**config.mk**
```make
export PLATFORM = sky130hd
export DESIGN_NAME = pipm_engine
export DESIGN_NICKNAME = d
export VERILOG_FILES = /design/src/pipm_pkg.sv /design/src/pipm_channel.sv /design/src/pipm_engine.sv
export SDC_FILE = /design/constraint.sdc
export NUM_CORES = 1
export LEC_CHECK = 0
export CORE_ASPECT_RATIO = 1.4
export CORE_MARGIN = 3
export CORE_UTILIZATION = 52
export CTS_BUF_LIST = sky130_fd_sc_hd__clkbuf_4
export CTS_CLUSTER_SIZE = 40
export DETAILED_ROUTE_END_ITERATION = 10
export DONT_BUFFER_PORTS = 1
export GPL_ROUTABILITY_DRIVEN = 0
export MAX_ROUTING_LAYER = met4
export PLACE_DENSITY = 0.67
export SLEW_MARGIN = 20
export SYNTH_ARGS = -nofsm -noshare
export SYNTH_HDL_FRONTEND = slang
export SYNTH_HIERARCHICAL = 1
export SYNTH_SLANG_ARGS = --single-unit
```
**constraint.sdc**
```tcl
create_clock -name ref_clk_i -period 3.35 [get_ports ref_clk_i]
set_input_delay 0.5025 -clock ref_clk_i [delete_from_list [all_inputs] [get_ports ref_clk_i]]
set_output_delay 0.5025 -clock ref_clk_i [all_outputs]
set_load 0.02 [all_outputs]
```
**src/pipm_pkg.sv**
```systemverilog
// Purpose: Shared constants for the pin interrupt and pattern match engine.
// Assumes: Eight channels, 64 selectable pins from ports 0 and 1.
// Notes: Mode and slice condition encodings are local to this block.
package pipm_pkg;
    localparam int PIPM_CHANNELS = 8;
    localparam int PIPM_PINS = 64;
    localparam int PIPM_SEL_W = 6;
    localparam logic [PIPM_SEL_W-1:0] PIPM_SEL_RESET = 6'h00;
    localparam logic [2:0] PIPM_COND_CONST_HI = 3'h0;
    localparam logic [2:0] PIPM_COND_RISE_STICKY = 3'h1;
    localparam logic [2:0] PIPM_COND_FALL_STICKY = 3'h2;
    localparam logic [2:0] PIPM_COND_EDGE_STICKY = 3'h3;
    localparam logic [2:0] PIPM_COND_HIGH = 3'h4;
    localparam logic [2:0] PIPM_COND_LOW = 3'h5;
    localparam logic [2:0] PIPM_COND_CONST_LO = 3'h6;
    localparam logic [2:0] PIPM_COND_EVENT = 3'h7;
    localparam logic [2:0] PIPM_COND_RESET = 3'h0;
endpackage

```
**src/pipm_channel.sv**
```systemverilog
// Purpose: One pin channel: synchroniser, edge detect and interrupt request.
// Assumes: Pin level is asynchronous to ref_clk_i.
// Notes: Edge flags are sticky until cleared; a new edge wins over a clear.
module pipm_channel (
    input wire logic ref_clk_i,
    input wire logic rst_i,
    input wire logic pin_i,
    input wire logic level_mode_i,
    input wire logic rise_en_i,
    input wire logic fall_en_i,
    input wire logic clr_i,
    output logic level_o,
    output logic rise_o,
    output logic fall_o,
    output logic req_o
);
    logic sync1;
    logic sync2;
    logic prev;
    logic rise_flag;
    logic fall_flag;
    logic next_rise_flag;
    logic next_fall_flag;
    logic rise_now;
    logic fall_now;

    always_comb
    begin
        rise_now = sync2 & ~prev;
        fall_now = ~sync2 & prev;
        next_rise_flag = rise_now | (rise_flag & ~clr_i);
        next_fall_flag = fall_now | (fall_flag & ~clr_i);
    end

    always_ff @(posedge ref_clk_i or posedge rst_i)
    begin
        if (rst_i)
        begin
            sync1 <= 1'b0;
            sync2 <= 1'b0;
            prev <= 1'b0;
            rise_flag <= 1'b0;
            fall_flag <= 1'b0;
        end
        else
        begin
            sync1 <= pin_i;
            sync2 <= sync1;
            prev <= sync2;
            rise_flag <= next_rise_flag;
            fall_flag <= next_fall_flag;
        end
    end

    assign level_o = sync2;
    assign rise_o = rise_now;
    assign fall_o = fall_now;
    assign req_o = level_mode_i ? (sync2 == rise_en_i)
                                : ((rise_flag & rise_en_i) | (fall_flag & fall_en_i));
endmodule

```
**src/pipm_engine.sv**
```systemverilog
// Purpose: Pin interrupt and pattern match engine with plain control ports.
// Assumes: Single clock ref_clk_i at 250 MHz; pins asynchronous.
// Notes: Control ports settle from a fast single-cycle register block.
module pipm_engine (
    input wire logic ref_clk_i,
    input wire logic rst_i,
    input wire logic [pipm_pkg::PIPM_PINS-1:0] pins_i,
    input wire logic [pipm_pkg::PIPM_CHANNELS*pipm_pkg::PIPM_SEL_W-1:0] pin_sel_i,
    input wire logic [pipm_pkg::PIPM_CHANNELS-1:0] level_mode_i,
    input wire logic [pipm_pkg::PIPM_CHANNELS-1:0] rise_en_i,
    input wire logic [pipm_pkg::PIPM_CHANNELS-1:0] fall_en_i,
    input wire logic [pipm_pkg::PIPM_CHANNELS-1:0] clr_i,
    input wire logic pattern_mode_i,
    input wire logic [pipm_pkg::PIPM_CHANNELS*3-1:0] slice_cond_i,
    input wire logic [pipm_pkg::PIPM_CHANNELS*3-1:0] slice_src_i,
    input wire logic [pipm_pkg::PIPM_CHANNELS-1:0] slice_end_i,
    input wire logic event_en_i,
    input wire logic deep_sleep_i,
    output logic [pipm_pkg::PIPM_CHANNELS-1:0] irq_o,
    output logic [pipm_pkg::PIPM_CHANNELS-1:0] wake_o,
    output logic [pipm_pkg::PIPM_CHANNELS-1:0] level_o,
    output logic cpu_receive_event_o,
    output logic event_pin_o
);
    localparam int N = pipm_pkg::PIPM_CHANNELS;
    localparam int W = pipm_pkg::PIPM_SEL_W;

    logic [N-1:0] sel_pin;
    logic [N-1:0] ch_level;
    logic [N-1:0] ch_rise;
    logic [N-1:0] ch_fall;
    logic [N-1:0] ch_req;
    logic [N-1:0] ch_clr;
    logic [N-1:0] st_rise;
    logic [N-1:0] st_fall;
    logic [N-1:0] next_st_rise;
    logic [N-1:0] next_st_fall;
    logic [N-1:0] slice_val;
    logic [N-1:0] term_hit;
    logic [N-1:0] term_prev;
    logic [N-1:0] next_irq;
    logic [N-1:0] next_wake;
    logic next_event;
    logic any_match;

    always_comb
    begin
        for (int i = 0; i < N; i++)
        begin
            sel_pin[i] = pins_i[pin_sel_i[i*W +: W]];
        end
    end

    for (genvar g = 0; g < N; g++)
    begin : g_ch
        pipm_channel u_ch (
            .ref_clk_i(ref_clk_i),
            .rst_i(rst_i),
            .pin_i(sel_pin[g]),
            .level_mode_i(level_mode_i[g]),
            .rise_en_i(rise_en_i[g]),
            .fall_en_i(fall_en_i[g]),
            .clr_i(ch_clr[g]),
            .level_o(ch_level[g]),
            .rise_o(ch_rise[g]),
            .fall_o(ch_fall[g]),
            .req_o(ch_req[g])
        );
    end

    assign ch_clr = clr_i & {N{~pattern_mode_i}};

    always_comb
    begin
        logic [2:0] src;
        logic [2:0] cond;
        logic acc;
        src = 3'h0;
        cond = 3'h0;
        acc = 1'b1;
        next_st_rise = (st_rise | ch_rise) & ~clr_i;
        next_st_fall = (st_fall | ch_fall) & ~clr_i;
        // Hardware edges win over a simultaneous clear.
        next_st_rise = next_st_rise | ch_rise;
        next_st_fall = next_st_fall | ch_fall;
        for (int i = 0; i < N; i++)
        begin
            src = slice_src_i[i*3 +: 3];
            cond = slice_cond_i[i*3 +: 3];
            unique case (cond)
                pipm_pkg::PIPM_COND_CONST_HI: slice_val[i] = 1'b1;
                pipm_pkg::PIPM_COND_RISE_STICKY: slice_val[i] = st_rise[src];
                pipm_pkg::PIPM_COND_FALL_STICKY: slice_val[i] = st_fall[src];
                pipm_pkg::PIPM_COND_EDGE_STICKY:
                    slice_val[i] = st_rise[src] | st_fall[src];
                pipm_pkg::PIPM_COND_HIGH: slice_val[i] = ch_level[src];
                pipm_pkg::PIPM_COND_LOW: slice_val[i] = ~ch_level[src];
                pipm_pkg::PIPM_COND_CONST_LO: slice_val[i] = 1'b0;
                pipm_pkg::PIPM_COND_EVENT: slice_val[i] = ch_rise[src] | ch_fall[src];
            endcase
        end
        // product terms over the selected pins
        for (int i = 0; i < N; i++)
        begin
            acc = acc & slice_val[i];
            term_hit[i] = slice_end_i[i] & acc;
            if (slice_end_i[i])
            begin
                acc = 1'b1;
            end
        end
    end

    always_comb
    begin
        any_match = |term_hit;
        if (pattern_mode_i)
        begin
            next_irq = term_hit & ~term_prev;
            next_wake = next_irq & {N{~deep_sleep_i}};
        end
        else
        begin
            next_irq = ch_req;
            // channel wake in sleep and deep-sleep
            next_wake = ch_req;
        end
        next_event = pattern_mode_i & event_en_i & any_match & ~(|term_prev);
    end

    // controls act on the next edge
    always_ff @(posedge ref_clk_i or posedge rst_i)
    begin
        if (rst_i)
        begin
            st_rise <= '0;
            st_fall <= '0;
            term_prev <= '0;
            irq_o <= '0;
            wake_o <= '0;
            level_o <= '0;
            cpu_receive_event_o <= 1'b0;
            event_pin_o <= 1'b0;
        end
        else
        begin
            st_rise <= next_st_rise;
            st_fall <= next_st_fall;
            term_prev <= term_hit;
            irq_o <= next_irq;
            wake_o <= next_wake;
            level_o <= ch_level;
            cpu_receive_event_o <= next_event;
            event_pin_o <= next_event;
        end
    end
endmodule

```
==> results of run 1 <==
## state kept, by name, indices dropped and copies added, names as in the netlist
name / flops
level_o: 8
event_pin_o: 1
g_ch.u_ch/level_o: 8
term_prev: 8
g_ch.u_ch/fall_flag: 8
irq_o: 8
st_rise: 8
g_ch.u_ch/rise_flag: 8
wake_o: 8
st_fall: 8
g_ch.u_ch/prev: 8
g_ch.u_ch/sync1: 8
## worst max-delay path, delay by kind of cell, from the launching register on
family          cells  cell delay [ns]
compound gates      6             1.14
simple gates        4             1.02
flops               1             0.47
mux                 1             0.37
buf+inv             1             0.05
## path summary, 6_finish.rpt
path                                       from                     end  slack [ns]  cells past startpoint
max                        g_ch[2].u_ch/level_o             event_pin_o        0.20                     12
min                                       rst_i              level_o[2]        0.08                      1
max reg2reg                g_ch[2].u_ch/level_o             event_pin_o        0.20                     12
min reg2reg                  g_ch[2].u_ch/sync1    g_ch[2].u_ch/level_o        0.36                      0
max in group asynchronous                 rst_i  g_ch[4].u_ch/rise_flag        2.55                      2
min in group ref_clk_i             deep_sleep_i               wake_o[5]        0.13                      1
## routing by layer
metal,up-vias,part of all wire
li1,2947,-
met1,3787,0.27
met2,688,0.51
met3,207,0.12
met4,0,0.10
met5,-,0
## repair_timing
item,CTS,global route
setup endpoints to repair,0,5
hold endpoints to repair,40,0
resized for setup,0,5
hold buffers,1,0
## through the flow
step                        util  instance area (sq um)
after floorplan                -                   9782
after global placement    0.5442                   9913
after detailed placement  0.5442                   9913
after CTS                 0.5523                  10060
after global routing      0.5531                  10070
final                     0.5531                  10070
## logic make-up (layout without fill, tap and decap cells)
kind of cell | after synthesis | after routing | share of synthesized area
buffers and inverters | 104 | 76 | 0.04566
multiplexers | 271 | 271 | 0.5656
flip-flops | 89 | 89 | 0.2277
XOR/XNOR | 4 | 4 | 0.003582
AO/OA/AOI/OAI | 104 | 104 | 0.08263
other | 0 | 1 | 0
AND/OR/NAND/NOR | 138 | 138 | 0.07483
## power by group through the flow
stage          clock, mW  sequential, mW  combinational (mW)
2_1_floorplan          0            1.58                1.40
3_3_place_gp           0            1.72                1.65
3_5_place_dp           0            1.73                1.71
4_1_cts            0.605            1.70                1.72
5_1_grt            0.640            1.74                1.82
6_report           0.582            1.72                1.72
## cell usage after synthesis (all sizes together), types with 4 or more instances
master / instances
nor2b: 19
nand3b: 4
dfrtp: 89
clkbuf: 30
nand2: 36
a21o: 34
nor3: 9
mux2i: 36
or3b: 8
nand2b: 5
o221ai: 9
buf: 30
nor2: 27
a21oi: 6
o31ai: 6
inv: 44
nand3: 12
mux2: 13
mux4: 222
o21ai: 18
a22oi: 4
## layout make-up
class,instances,area [sq um],area share
repair buffers,16,122.6,0.01217
clock buffers,9,67.56,0.006706
flip-flops and latches,89,2227,0.2211
inverters,44,166.4,0.01652
diodes,1,2.502,0.0002484
multi-input cells,517,7118,0.7065
clock inverters,7,70.07,0.006955
well taps,240,300.3,0.02981
==> flow_metrics.py, run 1 <==
metrics = {
    "drt": {
        "wl_mm": 32.42,
        "wl_per_cell_microns": 35.12,
        "first_pass_iters": 5,
        "num_vias": 7629,
        "ant_nets": 0,
        "drt_iter0_markers": 675,
        "viasPerCell": 8.265,
        "drc": 0,
    },
    "critical_path": {
        "crit_type": "reg -> reg",
        "cpPeakStageDelay_ns": 0.47,
        "cp_cell_sequence": "nor2b_1, nor2_1, mux4_2, o31a_1, o21ai_0, o32a_2, o211ai_4, a21boi_2, nand2_2, inv_2, nor4_2, a41oi_1",
        "critPathArrivalTime_ns": 3.47,
        "worstPathRequired_ns": 3.66,
        "cp_slowest_cell": "dfrtp_1",
        "worstSetupEndpointType": "flip-flop",
        "startpoint_type": "flip-flop",
        "crit_path_max_fanout": 8,
    },
    "yosys": {
        "synth_area_leaders": "mux4_2, dfrtp_1, mux2i_1, a21o_1, mux4_1",
        "synth-edff-count": 0,
        "synth_flop_cell": "dfrtp_1",
        "synth_area_sq_mm": 0.009782,
        "avgSynthCellArea_sq_um": 13.78,
        "yosys_warnings": 6,
        "ys_ff_latch": 89,
        "ys_types": 63,
        "async_flop_share": 1.000,
        "yosysTopAreaCell": "mux4_2",
        "synth_cells": 710,
        "yosysTopAreaCellShare": 0.4950,
        "seq_area_frac_synth": 0.2277,
        "syn-num-nets": 915,
    },
    "sta": {
        "period_share": 0.9409,
        "holdWs_ns": 0.08013,
        "fmax_mhz": 317.3,
        "post-route-min-period_ns": 3.152,
        "finalClockSkew_ns": 0.03936,
        "relSlewSlack": 0.4158,
        "slew_viol_final": 0,
        "fin_ws_ns": 0.1980,
        "tightest_slew_ns": 0.8762,
        "fin_tns_setup_ns": 0,
        "setup_viol": 0,
        "rsz0062_at_grt": "no",
        "hold_viol": 0,
    },
    "clock_tree": {
        "cts_made_buffers": 9,
        "cts.sinks": 89,
        "tritoncts": "yes",
        "worstSkewPairLatency_ns": 0.44,
        "cts_setup_buffers": 0,
        "htreeDepth": 3,
        "cts-root-buf": "clkbuf_4",
        "path_clk_slew_ns": 0.16,
        "cts_buffer_depth": 2,
    },
    "global_route": {
        "grt_overflow_total": 0,
        "use_met3": 0.08266,
        "grt_use_met1": 0.3235,
        "grt_pass1_vias": 8134,
        "antenna_found_initial": 1,
        "grt_max_degree": 50,
        "grt_pass1_wl_mm": 48.42,
        "grt_usage": 0.3265,
        "use_met2": 0.5433,
        "grt_busiest_layer": "met2",
    },
    "final_layout": {
        "final_cell_mix": "mux4_2, dfrtp_1, inv_1",
        "fillers": 1479,
        "final-instance-count-excl-fill": 923,
        "nNetsFinal": 882,
        "final_common_cell": "mux4_2",
        "synthToLayoutAreaGrowth_pct": 2.993,
        "drive_above_1_share": 0.4062,
    },
    "power": {
        "power_per_cell_area_mw_per_mm2": 399.7,
        "seqPwrFrac": 0.427,
        "p_leak_nw": 3.835,
        "switching_power_mw": 1.488,
        "clkPwrFrac": 0.145,
        "p_total_mw": 4.027,
        "p_comb_frac": 0.428,
        "ir_drop_uv": 230.8,
        "netSwitchingFraction": 0.3695,
        "p_int_mw": 2.539,
    },
    "flow_run": {
        "cap_violations": 0,
    },
    "place": {
        "hpwl_mm": 25.54,
        "port_buffers": 0,
        "place_inst": 905,
        "post-place-ws_ns": 0.1538,
    },
    "die": {
        "fp-row-count": 58,
        "core_sq_mm": 0.01822,
        "dieArea_sq_mm": 0.02052,
        "start_util": 0.5370,
        "die_h_microns": 168.3,
        "die_w_microns": 121.9,
        "io_pins": 231,
    },
    "worst_hold_path": {
        "hp-class": "in -> async",
    },
    "outcome": {
        "status": "completed",
    },
}
(Power assumes the default switching activity.)
==> run 2, diff against run 1 <==
Settings changed: CTS_BUF_LIST sky130_fd_sc_hd__clkbuf_4 to sky130_fd_sc_hd__clkbuf_4 sky130_fd_sc_hd__clkbuf_8.
==> run 2 against run 1 <==
  * Non-clock buffer count is the same
  * Sequential share of layout area shrank 0.11 points
  * Design area grew 0.51%
  * Register-to-register slack lost 0.03 ns
  * Global-route usage is essentially flat
  * Core utilization grew 0.28 points
  * Clock skew shrank 0.016 ns
  * Total power grew 3.3%
  * Hold slack gained 0.096 ns
  * Die area is the same
  * Largest cell class unchanged
  * Highest routed layer unchanged
==> flow_metrics.py, run 2 (same netlist as run 1, synthesis figures left out) <==
metrics = {
    "flow_run": {
        "cap_violations": 0,
    },
    "drt": {
        "viasPerCell": 8.289,
        "first_pass_iters": 5,
        "wl_per_cell_microns": 35.21,
        "drc": 0,
        "num_vias": 7642,
        "drt_iter0_markers": 765,
        "ant_nets": 0,
        "wl_mm": 32.46,
    },
    "clock_tree": {
        "path_clk_slew_ns": 0.10,
        "tritoncts": "yes",
        "cts.sinks": 89,
        "cts_buffer_depth": 2,
        "worstSkewPairLatency_ns": 0.36,
        "cts_setup_buffers": 0,
        "cts-root-buf": "clkbuf_8",
        "cts_made_buffers": 9,
        "htreeDepth": 3,
    },
    "outcome": {
        "status": "completed",
    },
    "critical_path": {
        "crit_type": "reg -> reg",
        "ff2ff_path_depth": 12,
        "worstPathRequired_ns": 3.57,
        "crit_start": "g_ch[2].u_ch/level_o",
        "worstSetupEndpointType": "flip-flop",
        "endpoint": "event_pin_o",
        "crit_path_max_fanout": 8,
        "r2r_end": "event_pin_o",
        "startpoint_type": "flip-flop",
        "r2r_start": "g_ch[2].u_ch/level_o",
        "regToRegSetupSlack_ns": 0.17,
        "critPathArrivalTime_ns": 3.41,
    },
    "final_layout": {
        "synthToLayoutAreaGrowth_pct": 3.518,
        "final_cell_mix": "mux4_2, dfrtp_1, inv_1",
        "drive_above_1_share": 0.4047,
        "fillers": 1475,
        "n_antenna_cell": 0,
        "fin_util": 0.5559,
        "final_common_cell": "mux4_2",
        "nNetsFinal": 882,
    },
    "die": {
        "die_h_microns": 168.3,
        "fp-row-count": 58,
        "dieArea_sq_mm": 0.02052,
        "core_sq_mm": 0.01822,
        "start_util": 0.5370,
        "io_pins": 231,
        "die_w_microns": 121.9,
    },
    "power": {
        "ir_drop_uv": 240.0,
        "p_total_mw": 4.162,
        "power_per_cell_area_mw_per_mm2": 411.0,
        "p_leak_nw": 3.858,
    },
    "global_route": {
        "grt_usage": 0.3263,
        "grt_overflow_total": 0,
        "grt_max_degree": 50,
        "grt_pass1_wl_mm": 48.35,
        "antenna_found_initial": 0,
        "grt_pass1_vias": 8121,
    },
    "sta": {
        "fin_tns_setup_ns": 0,
        "rsz0062_at_grt": "no",
        "finalClockSkew_ns": 0.02348,
        "post-route-min-period_ns": 3.182,
        "hold_viol": 0,
        "fmax_mhz": 314.3,
        "setup_viol": 0,
        "relSlewSlack": 0.4068,
        "slew_viol_final": 0,
        "tightest_slew_ns": 0.8897,
        "period_share": 0.9498,
    },
    "worst_hold_path": {
        "hp-class": "in -> async",
    },
    "place": {
        "port_buffers": 0,
        "hpwl_mm": 25.54,
    },
}
## run 2: how the worst min path moves through the flow
stage / slack (ns) / end / start
after floorplan: 0.28 / g_ch[0].u_ch/fall_flag / rst_i
after global placement: 0.29 / g_ch[6].u_ch/level_o / rst_i
after detailed placement: 0.30 / g_ch[7].u_ch/level_o / rst_i
after CTS: 0.19 / wake_o[5] / deep_sleep_i
after global routing: 0.20 / wake_o[5] / deep_sleep_i
final: 0.18 / level_o[2] / rst_i
## run 2: through the flow
| step | hold slack (ns) | instance area [sq um] | instances | worst slack (ns) |
|---|---|---|---|---|
| 2_1_floorplan | 0.2810 | 9782 | 710 | 0.3205 |
| 3_3_place_gp | 0.2915 | 9913 | 905 | 0.3457 |
| 3_5_place_dp | 0.2964 | 9913 | 905 | 0.1538 |
| 4_1_cts | 0.1886 | 10120 | 922 | 0.1438 |
| 5_1_grt | 0.2011 | 10130 | 922 | 0.009428 |
| 6_report | 0.1758 | 10130 | 922 | 0.1683 |
## run 2: what timing repair did
item | in CTS | in global routing
hold buffers | 1 | 0
resized for setup | 0 | 4
setup endpoints to repair | 0 | 4
hold endpoints to repair | 40 | 0
## run 2: worst max-delay path, stage by stage (launching register included)
cell and delay, ns:
dfrtp_1 0.45, nor2b_1 0.18, nor2_1 0.48, mux4_2 0.38, o31a_1 0.11, o21ai_0 0.08, o32a_2 0.42, o211ai_4 0.28
a21boi_2 0.12, nand2_2 0.11, inv_2 0.05, nor4_2 0.26, a41oi_1 0.14
## run 2: cell type report
cell class	count	area [sq um]	share of cell area
sequential	89	2227	0.2199
timing repair buffer	16	122.6	0.01211
clock buffer	9	123.9	0.01223
tap	240	300.3	0.02966
multi-input combinational	517	7116	0.7027
inverter	44	166.4	0.01643
clock inverter	7	70.07	0.006920
## run 2: layer usage
layer / routed length [microns] / share of wire / GRT usage / vias to the layer above
li1: - / - / - / 2943
met1: 8535 / 0.26 / 0.3253 / 3754
met2: 16720 / 0.51 / 0.5481 / 748
met3: 4139 / 0.13 / 0.08165 / 197
met4: 3072 / 0.095 / 0.2340 / 0
met5: 0 / 0 / - / -
## run 2: report_power, final
part | total (mW) | internal (mW) | switching, mW | leakage [nW]
Clock | 0.713 | 0.290 | 0.423 | 0.0955
Combinational | 1.72 | 1.05 | 0.672 | 2.69
Sequential | 1.73 | 1.32 | 0.410 | 1.07
Total | 4.16 | 2.66 | 1.51 | 3.86
